--- config.mk ---
export PLATFORM = sky130hd
export DESIGN_NAME = sac_adc_ctrl
export DESIGN_NICKNAME = d
export VERILOG_FILES = /design/src/pkg/sac_pkg.sv /design/src/verilog/sac_clk_div.sv /design/src/verilog/sac_adc_ctrl.sv
export SDC_FILE = /design/constraint.sdc
export NUM_CORES = 1
export LEC_CHECK = 0
export BUFFER_PORTS_ARGS = -buffer_cell sky130_fd_sc_hd__buf_4
export CORE_MARGIN = 2
export CORE_UTILIZATION = 56
export DETAILED_ROUTE_END_ITERATION = 10
export GPL_TIMING_DRIVEN = 0
export PLACE_DENSITY = 0.84
export SYNTH_ARGS = -nofsm -noshare
export SYNTH_HDL_FRONTEND = slang
export SYNTH_SLANG_ARGS = --single-unit
export TNS_END_PERCENT = 30
--- constraint.sdc ---
create_clock -name clk_i -period 5.48 [get_ports clk_i]
set_clock_uncertainty 0.2 [all_clocks]
set_input_delay 0.822 -clock clk_i [delete_from_list [all_inputs] [get_ports clk_i]]
set_output_delay 0.822 -clock clk_i [all_outputs]
set_load 0.01 [all_outputs]
--- src/pkg/sac_pkg.sv ---
// Shared constants and types of the converter control register block
package sac_pkg;

   // Wishbone geometry: 32-bit data, byte address
   localparam int unsigned SAC_ADR_W = 14;
   localparam int unsigned SAC_DAT_W = 32;

   // Register indices; the byte address is four times the index
   localparam logic [11:0] SAC_IDX_CTRL     = 12'hf70;
   localparam logic [11:0] SAC_IDX_RES_HIGH = 12'hf72;
   localparam logic [11:0] SAC_IDX_RES_LOW  = 12'hf73;
   localparam logic [11:0] SAC_IDX_SETTLE   = 12'hf74;
   localparam logic [11:0] SAC_IDX_SAMPLE   = 12'hf75;
   localparam logic [11:0] SAC_IDX_PRESCALE = 12'hf76;

   // Control register fields
   localparam int unsigned SAC_START_BIT = 7;
   localparam int unsigned SAC_REF_BIT   = 5;
   localparam int unsigned SAC_POWER_BIT = 4;
   localparam int unsigned SAC_CHAN_MSB  = 2;

   // Prescale fields
   localparam int unsigned SAC_HALVE_BIT   = 0;
   localparam int unsigned SAC_QUARTER_BIT = 1;
   localparam int unsigned SAC_EIGHTH_BIT  = 2;

   // Values after reset
   localparam logic [3:0] SAC_SETTLE_RST   = 4'hf;
   localparam logic [5:0] SAC_SAMPLE_RST   = 6'h3f;
   localparam logic [2:0] SAC_PRESCALE_RST = 3'h0;

   // Converter clock periods of the conversion phase
   localparam logic [3:0] SAC_CONV_CYCLES = 4'hd;

   // Least analog times software has to meet, and their cycle counts
   localparam int unsigned SAC_CLK_PERIOD_NS  = 5;
   localparam int unsigned SAC_SAMPLE_MIN_NS  = 1000;
   localparam int unsigned SAC_SETTLE_MIN_NS  = 500;
   localparam int unsigned SAC_SAMPLE_MIN_CYC =
      (SAC_SAMPLE_MIN_NS + SAC_CLK_PERIOD_NS - 1) / SAC_CLK_PERIOD_NS;
   localparam int unsigned SAC_SETTLE_MIN_CYC =
      (SAC_SETTLE_MIN_NS + SAC_CLK_PERIOD_NS - 1) / SAC_CLK_PERIOD_NS;

   // Divider terminal counts (divisor minus one)
   localparam logic [2:0] SAC_DIV1_LAST = 3'h0;
   localparam logic [2:0] SAC_HALVE_CLOCK_LAST = 3'h1;
   localparam logic [2:0] SAC_QUARTER_CLOCK_LAST = 3'h3;
   localparam logic [2:0] SAC_EIGHTH_CLOCK_LAST = 3'h7;

   typedef enum logic [3:0] {
      PH_IDLE    = 4'b0001,
      PH_SAMPLE  = 4'b0010,
      PH_SETTLE  = 4'b0100,
      PH_CONVERT = 4'b1000
   } sac_phase_t;

   // Controls toward the analog core
   typedef struct packed {
      logic       power_on;
      logic       ref_on;
      logic [2:0] chan;
      logic       sample;
      logic       hold;
      logic       start_conv;
   } sac_core_ctl_t;

   // State of the register block apart from the clock divider
   typedef struct packed {
      sac_phase_t    phase;
      logic [5:0]    cnt;
      logic [3:0]    conv_cnt;
      sac_core_ctl_t core;
      logic [3:0]    settle;
      logic [5:0]    sample;
      logic [2:0]    prescale;
      logic [9:0]    result;
      logic [1:0]    low;
      logic          ack;
      logic [7:0]    rdata;
      logic          irq;
   } sac_state_t;

endpackage

--- src/verilog/sac_clk_div.sv ---
// Converter clock divider producing a one-cycle tick per converter period
`timescale 1ns/100ps
`default_nettype none
module sac_clk_div
   import sac_pkg::*;
(
   input  wire logic       clk_i,
   input  wire logic       rst_i,
   input  wire logic       restart_i,
   input  wire logic [2:0] last_i,
   output logic            tick_o
);
   import sac_pkg::*;

   typedef struct packed {
      logic [2:0] cnt;
      logic       tick;
   } sac_div_state_t;

   sac_div_state_t s;
   sac_div_state_t n;

   always_comb begin
      n = s;
      // Wrap also when the divisor shrinks below the running count
      if (restart_i || s.cnt >= last_i) begin
         n.cnt = 3'h0;
      end else begin
         n.cnt = s.cnt + 3'h1;
      end
      n.tick = (n.cnt == last_i);
   end

   always_ff @(posedge clk_i) begin
      if (rst_i) begin
         s <= '0;
      end else begin
         s <= n;
      end
   end

   assign tick_o = s.tick;
endmodule
`default_nettype wire

--- src/verilog/sac_adc_ctrl.sv ---
// Control, timing and result registers of the eight-channel converter
//
// Behaviour
// Writing one to start launches a conversion; start reads one while busy
// Writing zero to start does nothing; start reads zero when idle
// Control bit 5 switches the internal reference on, else external
// Control bit 4 powers the converter; zero keeps it in low power
// Channel field bits 2..0 route analog input n to the converter
// Software writes zero to control bits 6 and 3
// Result high byte reads the upper eight result bits
// Reading the high byte latches the two low result bits
// Result stays unchanged until the next conversion finishes
// Low-bits register shows the two low result bits in bits 7..6
// Settle field sets clocks from sample-hold to conversion start; resets all ones
// Software sets settle count for at least half a microsecond
// Sample field sets sampling clocks after start; resets all ones
// Software sets sample count for at least one microsecond
// Prescale zero gives converter clock equal to system clock
// Prescale bits divide by 2, 4, 8; divide-by-8 has priority
// Software writes zero to reserved upper timing register bits
// Conversion phase lasts exactly thirteen converter clock periods
// A new start aborts any running conversion and restarts it
// Completion raises an interrupt request; power-down does not cancel it
// At the end busy clears, result loads and request fires together
// Sampling starts the cycle after start; settle then thirteen-cycle conversion
`timescale 1ns/100ps
`default_nettype none
module sac_adc_ctrl
   import sac_pkg::*;
(
   input  wire logic                  clk_i,
   input  wire logic                  rst_i,
   input  wire logic                  wb_cyc_i,
   input  wire logic                  wb_stb_i,
   input  wire logic                  wb_we_i,
   input  wire logic [SAC_ADR_W-1:0]  wb_adr_i,
   input  wire logic [3:0]            wb_sel_i,
   input  wire logic [SAC_DAT_W-1:0]  wb_dat_i,
   output logic      [SAC_DAT_W-1:0]  wb_dat_o,
   output logic                       wb_ack_o,
   input  wire logic [9:0]            conv_result_i,
   output sac_pkg::sac_core_ctl_t     core_o,
   output logic                       converter_clock_o,
   output logic                       irq_o
);
   import sac_pkg::*;

   sac_state_t s;
   sac_state_t n;

   logic [11:0] idx;
   logic        req;
   logic        commit;
   logic        wr_commit;
   logic        rd_commit;
   logic        busy;
   logic        restart;
   logic [2:0]  div_last;

   assign idx       = wb_adr_i[SAC_ADR_W-1:2];
   assign req       = wb_cyc_i & wb_stb_i;
   assign commit    = req & s.ack;
   // Writes land only on the low byte lane
   assign wr_commit = commit & wb_we_i & wb_sel_i[0];
   assign rd_commit = commit & ~wb_we_i;
   assign busy      = (s.phase != PH_IDLE);

   // Highest divisor bit wins
   always_comb begin
      if (s.prescale[SAC_EIGHTH_BIT]) begin
         div_last = SAC_EIGHTH_CLOCK_LAST;
      end else if (s.prescale[SAC_QUARTER_BIT]) begin
         div_last = SAC_QUARTER_CLOCK_LAST;
      end else if (s.prescale[SAC_HALVE_BIT]) begin
         div_last = SAC_HALVE_CLOCK_LAST;
      end else begin
         div_last = SAC_DIV1_LAST;
      end
   end

   sac_clk_div u_div (
      .clk_i     (clk_i),
      .rst_i     (rst_i),
      .restart_i (restart),
      .last_i    (div_last),
      .tick_o    (converter_clock_o)
   );

   always_comb begin
      n                 = s;
      restart           = 1'b0;
      n.ack             = req & ~s.ack;
      n.irq             = 1'b0;
      n.core.start_conv = 1'b0;

      // Read data is captured with ack so it stands while ack is high
      if (req && !s.ack) begin
         case (idx)
            SAC_IDX_CTRL:     n.rdata = {busy, 1'b0, s.core.ref_on, s.core.power_on,
                                         1'b0, s.core.chan};
            SAC_IDX_RES_HIGH: n.rdata = s.result[9:2];
            SAC_IDX_RES_LOW:  n.rdata = {s.low, 6'h00};
            SAC_IDX_SETTLE:   n.rdata = {4'h0, s.settle};
            SAC_IDX_SAMPLE:   n.rdata = {2'h0, s.sample};
            SAC_IDX_PRESCALE: n.rdata = {5'h00, s.prescale};
            default:          n.rdata = 8'h00;
         endcase
      end

      // Sequencer
      unique case (s.phase)
         PH_IDLE: begin
         end
         PH_SAMPLE: begin
            if (s.cnt <= 6'h01) begin
               n.phase       = PH_SETTLE;
               n.cnt         = {2'h0, s.settle};
               n.core.sample = 1'b0;
               n.core.hold   = 1'b1;
            end else begin
               n.cnt = s.cnt - 6'h01;
            end
         end
         PH_SETTLE: begin
            if (s.cnt <= 6'h01) begin
               n.phase           = PH_CONVERT;
               n.conv_cnt        = SAC_CONV_CYCLES;
               n.core.start_conv = 1'b1;
               restart           = 1'b1;
            end else begin
               n.cnt = s.cnt - 6'h01;
            end
         end
         PH_CONVERT: begin
            if (converter_clock_o) begin
               if (s.conv_cnt == 4'h1) begin
                  n.phase     = PH_IDLE;
                  n.core.hold = 1'b0;
                  n.result    = conv_result_i;
                  n.irq       = 1'b1;
               end else begin
                  n.conv_cnt = s.conv_cnt - 4'h1;
               end
            end
         end
         default: begin
            n.phase       = PH_IDLE;
            n.core.sample = 1'b0;
            n.core.hold   = 1'b0;
         end
      endcase

      // Register writes come after the sequencer so a start overrides it
      if (wr_commit) begin
         case (idx)
            SAC_IDX_CTRL: begin
               n.core.ref_on   = wb_dat_i[SAC_REF_BIT];
               n.core.power_on = wb_dat_i[SAC_POWER_BIT];
               n.core.chan     = wb_dat_i[SAC_CHAN_MSB:0];
               if (!wb_dat_i[SAC_POWER_BIT]) begin
                  // Power-down drops the run; a raised request still goes out
                  n.phase           = PH_IDLE;
                  n.core.sample     = 1'b0;
                  n.core.hold       = 1'b0;
                  n.core.start_conv = 1'b0;
               end else if (wb_dat_i[SAC_START_BIT]) begin
                  n.phase           = PH_SAMPLE;
                  n.cnt             = s.sample;
                  n.core.sample     = 1'b1;
                  n.core.hold       = 1'b0;
                  n.core.start_conv = 1'b0;
               end
            end
            SAC_IDX_SETTLE:   n.settle   = wb_dat_i[3:0];
            SAC_IDX_SAMPLE:   n.sample   = wb_dat_i[5:0];
            SAC_IDX_PRESCALE: n.prescale = wb_dat_i[2:0];
            default: begin
            end
         endcase
      end

      // Keeps high and low parts of one result together
      if (rd_commit && idx == SAC_IDX_RES_HIGH) begin
         n.low = s.result[1:0];
      end
   end

   always_ff @(posedge clk_i) begin
      if (rst_i) begin
         s <= '{phase:    PH_IDLE,
                settle:   SAC_SETTLE_RST,
                sample:   SAC_SAMPLE_RST,
                prescale: SAC_PRESCALE_RST,
                default:  '0};
      end else begin
         s <= n;
      end
   end

   assign wb_dat_o = {24'h0000_00, s.rdata};
   assign wb_ack_o = s.ack;
   assign core_o   = s.core;
   assign irq_o    = s.irq;

   // Helper: cycles spent in the conversion phase
   logic [7:0] conv_len;
   logic [7:0] conv_expect;

   assign conv_expect = {4'h0, SAC_CONV_CYCLES} * ({5'h00, div_last} + 8'h01);

   always_ff @(posedge clk_i) begin
      if (rst_i || s.phase != PH_CONVERT) begin
         conv_len <= 8'h00;
      end else begin
         conv_len <= conv_len + 8'h01;
      end
   end

   logic wr_ctrl;
   logic issue;

   assign wr_ctrl = wr_commit && idx == SAC_IDX_CTRL;
   assign issue   = req && !s.ack;
endmodule
`default_nettype wire

# ---- Word-level counts from Yosys, hierarchy flattened
# Index checks and enable logic that the tools add are counted.
dict set report totals {
  ff_bits 61
  in_bits 65
  out_inout_bits 43
  word_cells 101
}
dict set report classes {
  add_sub_neg 3
  order_cmp 2
  n_eq_ne 16
  muxes 37
  bitwise 10
  n_reduce_logical 14
}
# op count
set ops {}
lappend ops {{$eq 12x12->1 const B} 6}
lappend ops {{$pmux 8 s6} 1}
lappend ops {{$mux 4} 9}
lappend ops {{$mux 10} 3}
lappend ops {{$mux 6} 4}
lappend ops {{$mux 3} 6}
lappend ops {{$mux 16} 1}
lappend ops {{$pmux 4 s4} 1}
lappend ops {{$pmux 6 s2} 1}
lappend ops {{$eq 4x1->1 const B} 2}
lappend ops {{$pmux 4 s2} 1}
lappend ops {{$reduce_and 2->1} 4}
lappend ops {{$and 1x1->1} 6}
lappend ops {{$le 6x1->1 const B} 1}
lappend ops {{$mux 1} 6}
lappend ops {{$reduce_or 3->1} 2}
lappend ops {{$sub 6x1->6 const B} 1}
lappend ops {{$eq 4x2->1 const B} 1}
lappend ops {{$eq 4x3->1 const B} 1}
lappend ops {{$eq 4x4->1 const B} 1}
lappend ops {{$mux 2} 2}
lappend ops {{$ne 2x2->1 const B} 2}
lappend ops {{$ne 4x1->1 const B} 1}
lappend ops {{$not 1->1} 4}
lappend ops {{14 further kinds} 15}

# ---- Depth between registers and ports, before layout
dict set report logic_depth {
  word_depth 8
  mapped_depth 7
  mapped_depth_nobuf 6
}

# ---- Cells and area by module
# A second synthesis with hierarchy kept.
dict set report hier_totals {
  cells_unflattened 410
  area_unflattened_um2 3505.9
}
# module n_inst cells_per_inst area_each_um2 seq_area_each_um2
set modules_own_cells {}
lappend modules_own_cells {sac_adc_ctrl 1 381 3233.1 1141.1}
lappend modules_own_cells {sac_clk_div 1 29 272.8 80.1}

# ---- Worst setup path after synthesis
# OpenSTA, ideal clock, no wires.
dict set report synth_timing {
  kind {in2reg}
  from {input wb_adr_i[9]}
  to {register s[56] (netlist name)}
  setup_time_ns 0.135
  t_arrival_ns 2.201
  slack_ns 2.944
  cell_stages 5
  path_buffers 1
  path_cell_list {nand4bb_4 or4_1 buf_6 a2111oi_4 a211oi_1}
}
dict set report synth_via {
  elab_chain_len 3
}
# element line
set synth_lines {}
lappend synth_lines {{from (decl)} sac_adc_ctrl.sv:36} ;# input wire logic [SAC_ADR_W-1:0] wb_adr_i,
lappend synth_lines {{$eq 12x12->1} sac_adc_ctrl.sv:155} ;# case (idx)
lappend synth_lines {{$mux 10} sac_adc_ctrl.sv:155}
lappend synth_lines {{$mux 10} sac_adc_ctrl.sv:154} ;# if (wr_commit) begin
lappend synth_lines {{to (signal assigned)} sac_adc_ctrl.sv:190} ;# s <= '{phase: PH_IDLE,
lappend synth_lines {{to (signal assigned)} sac_adc_ctrl.sv:196} ;# s <= n;
lappend synth_lines {{to (decl)} sac_adc_ctrl.sv:48} ;# sac_state_t s;
# Every way passes these cells.
# A chain may end at the register's enable or synchronous reset.

# ---- Worst setup path in the final report
dict set report layout_timing {
  from {input wb_adr_i[9]}
  to {register s (netlist bit wb_dat_o[7])}
}
dict set report layout_via {
  elab_chain_len 2
  elab_cells_between_ends 7
  cone_classes {6 x eq/ne; 1 x mux}
}
# element line
set layout_lines {}
lappend layout_lines {{$eq 12x12->1} sac_adc_ctrl.sv:98} ;# case (idx)
lappend layout_lines {{$pmux 8 s6 *} sac_adc_ctrl.sv:98}
# Mark *: on every way between the ends. The rest lies on a longest branch, timed or not.

==> results.md <==
- Total number of vias: 3454
- Area delta synth->final: 22.6%
- Root buffer cell: clkbuf_8
- Footprint of the multi-input gates: 1980 um2
- Max-Cap Viols: 0
- Worst-Margin Slew: 0.948 ns
- Top layer in use: met4
- Relative slew slack: 0.362
- Final min period: 2.66 ns
- Setup TNS: 0 ns
- Worst Reg-to-Reg Cells: 7
- Hold buffers post-CTS: 0
- Crit share post-route: 0.485
- Place WS: 2.55 ns
- Required time of the critical path: 5.53 ns
- Type of origin of the critical path: input port
- Layout filler cell count: 502
- Core Rows: 29
- Post-Syn Area: 3560 um2
- Cell taking the most area after synthesis: dfxtp_1
- Residual DRC: 0
- CTS buffer count: 9
- Mean Syn Cell Area: 8.57 um2
- Unrepaired setup endpoints after global routing: false
- Clock Path Buffers: 2
- CTS clk-pin slew, worst paths: 0.07 ns
- Global route overflow: 0
- Wire per inst: 16.0 um
- PortBufs: 51
- Seq cells post-synth: 61
- DIE WIDTH: 83.8 um
- Leading cell types by total area after synthesis: dfxtp_1 34%, buf_4 8.4%, mux2i_1 5.6%
- IO Pins: 108
- Worst VDD drop: 0.164 mV
- Worst Hold Class: flip-flop to flip-flop
- Core Box Area: 6240 um2
- Die Area: 7020 um2
- Vias in the first global route: 3234
- Fmax: 376 MHz
- Hold Path End: wb_dat_o[6]
- Comb power frac: 0.089
- Register area share after synthesis: 0.343
- First-pass GRT wire length: 15500 um
- Status: finished, final reports clean
- Metal2 WL: 4460 um
- H-Tree Depth: 3
- Vias per cell: 5.92
- Initial antenna violation count: 0
- Hold Path Stages: 2
- Cell with the most instances after synthesis: dfxtp_1
- GPL Wtd Cong: 0.959
- Net Sw Frac: 0.225
- Yosys warnings: 0
- RR Startpoint: s[44]
- DP HPWL: 6820 um
- Post-synth EDFFs: 0
- Internal power: 801 uW
- Post-CTS Setup Inserts: 0
- Hold Violations, Final: 0
- Power Density: 236 nW/um2
- Metal3 WL: 821 um
- Crit path DAT: 2.71 ns
- Overall Global Routing Usage: 0.273
- Post-synth ARST share: 0
- M1 WL: 3790 um
- 1st-pass router iterations: 6
- Total net switching power: 232 uW
- CP Class: input port to flip-flop
- CP Max Fanout: 8
- N_diodes: 0
- Die Y: 83.8 um
- Routed WL: 9330 um
- Final setup fails: 0
- Post-cts sizing count: 0
- Share of layout cells above drive strength 1: 0.257
- Cell variety after synth: 63
- Register area: 1220 um2
- Final #Nets: 574
- Clk sinks: 61
- Commonest cells post-synth: 61 x dfxtp_1, 40 x buf_4, 35 x nand3_1
- PnR worst setup slack: 2.82 ns
- Initial Util: 0.571
- Post-Syn Instances: 416
- Largest net degree at the start of global routing: 11
- Max Slew Vio Count: 0
- Clk_lat worst skew: 0.34 ns
- CP Capture Type: flip-flop
- CTS tree: built
- DRT antenna net count: 0
- Beginning of the worst hold path: wb_dat_o[6]
- Static Leak: 1.86 nW
- Yosys top cell area share: 0.343
- R2R Setup Slk: 3.08 ns
- Clock power frac: 0.478
- Initial DRC count: 335
- Reg-to-Reg End: s[15]
- Sequential share of power: 0.432
- Post-synth top flop: dfxtp_1
flip-flops by register name, summed over array words and instances, names as in the netlist:
name / flops
s: 39
core_o: 8
wb_dat_o: 8
u_div.s: 3
irq_o: 1
u_div.tick_o: 1
wb_ack_o: 1
cell type report:
class,count,area share
tap,77,0.0220
clock inverter,4,0.0218
multi-input combinational,302,0.453
sequential,61,0.279
clock buffer,12,0.0332
inverter,15,0.0129
timing repair buffer,51,0.0876
buffer,61,0.0899
cell families (layout without fill, tap and decap cells):
family,Yosys count,after routing,share of synthesized area
XOR/XNOR,3,3,0.00737
multiplexers,24,24,0.0751
flip-flops,61,61,0.343
AND/OR/NAND/NOR,144,144,0.241
adder cells (fa/ha/maj),8,8,0.0281
other,1,24,0.00105
buffers and inverters,76,143,0.126
AO/OA/AOI/OAI,99,99,0.179
worst max path at each step:
stage,from,end,slack [ns],depth (start not counted)
2_1_floorplan,wb_adr_i[9],s[56],2.94,5
6_report,wb_adr_i[9],wb_dat_o[7],2.82,5
3_3_place_gp,wb_adr_i[2],s[52],2.60,6
4_1_cts,wb_adr_i[2],s[51],2.89,6
3_5_place_dp,wb_adr_i[2],s[51],2.55,6
5_1_grt,wb_adr_i[9],wb_dat_o[7],2.55,5
through the flow:
stage	cell area (um2)	cells	hold slack, ns	utilization	total power [mW]
floorplan	3650	439	0.226	-	0.511
global placement	4130	567	0.247	0.662	0.545
detailed placement	4130	567	0.248	0.662	0.545
CTS	4370	583	0.257	0.700	1.03
global route	4370	583	0.285	0.700	1.06
finish	4370	583	0.262	0.700	1.03
cells in the final DEF, fill, tap and decap left out, drive strengths merged, types with 5 or more instances in the layout:
cell type / netlist / layout
nor2: 21 / 21
buf: 48 / 99
a31oi: 10 / 10
mux2i: 20 / 20
nand3: 35 / 35
nand4: 6 / 6
o21ai: 28 / 28
nor3: 13 / 13
a21oi: 24 / 24
conb: 1 / 24
a32oi: 5 / 5
o31ai: 11 / 11
nor4: 8 / 8
or3: 7 / 7
dfxtp: 61 / 61
inv: 14 / 14
nand2b: 8 / 8
clkbuf: 13 / 25
ha: 8 / 8
nand2: 15 / 15
worst max-delay path, cell delays in order:
cell       delay, ns
buf_4           0.11
nand4bb_4       0.28
nor3_1          0.76
nand3_1         0.38
o31ai_1         0.35
power by group through the flow:
| stage | Combinational [mW] | Sequential, mW | Clock (mW) |
|---|---|---|---|
| after CTS | 0.0900 | 0.446 | 0.494 |
| final | 0.0924 | 0.446 | 0.494 |
| after global placement | 0.0884 | 0.456 | 0 |
| after detailed placement | 0.0890 | 0.456 | 0 |
| after floorplan | 0.0546 | 0.456 | 0 |
| after global routing | 0.0998 | 0.446 | 0.514 |
metal layers:
| metal | up-vias | GRT usage |
|---|---|---|
| li1 | 1641 | - |
| met1 | 1578 | 0.346 |
| met2 | 206 | 0.452 |
| met3 | 29 | 0.0514 |
| met4 | 0 | 0.122 |
| met5 | - | 0 |
Power figures use the tool's default switching activity.
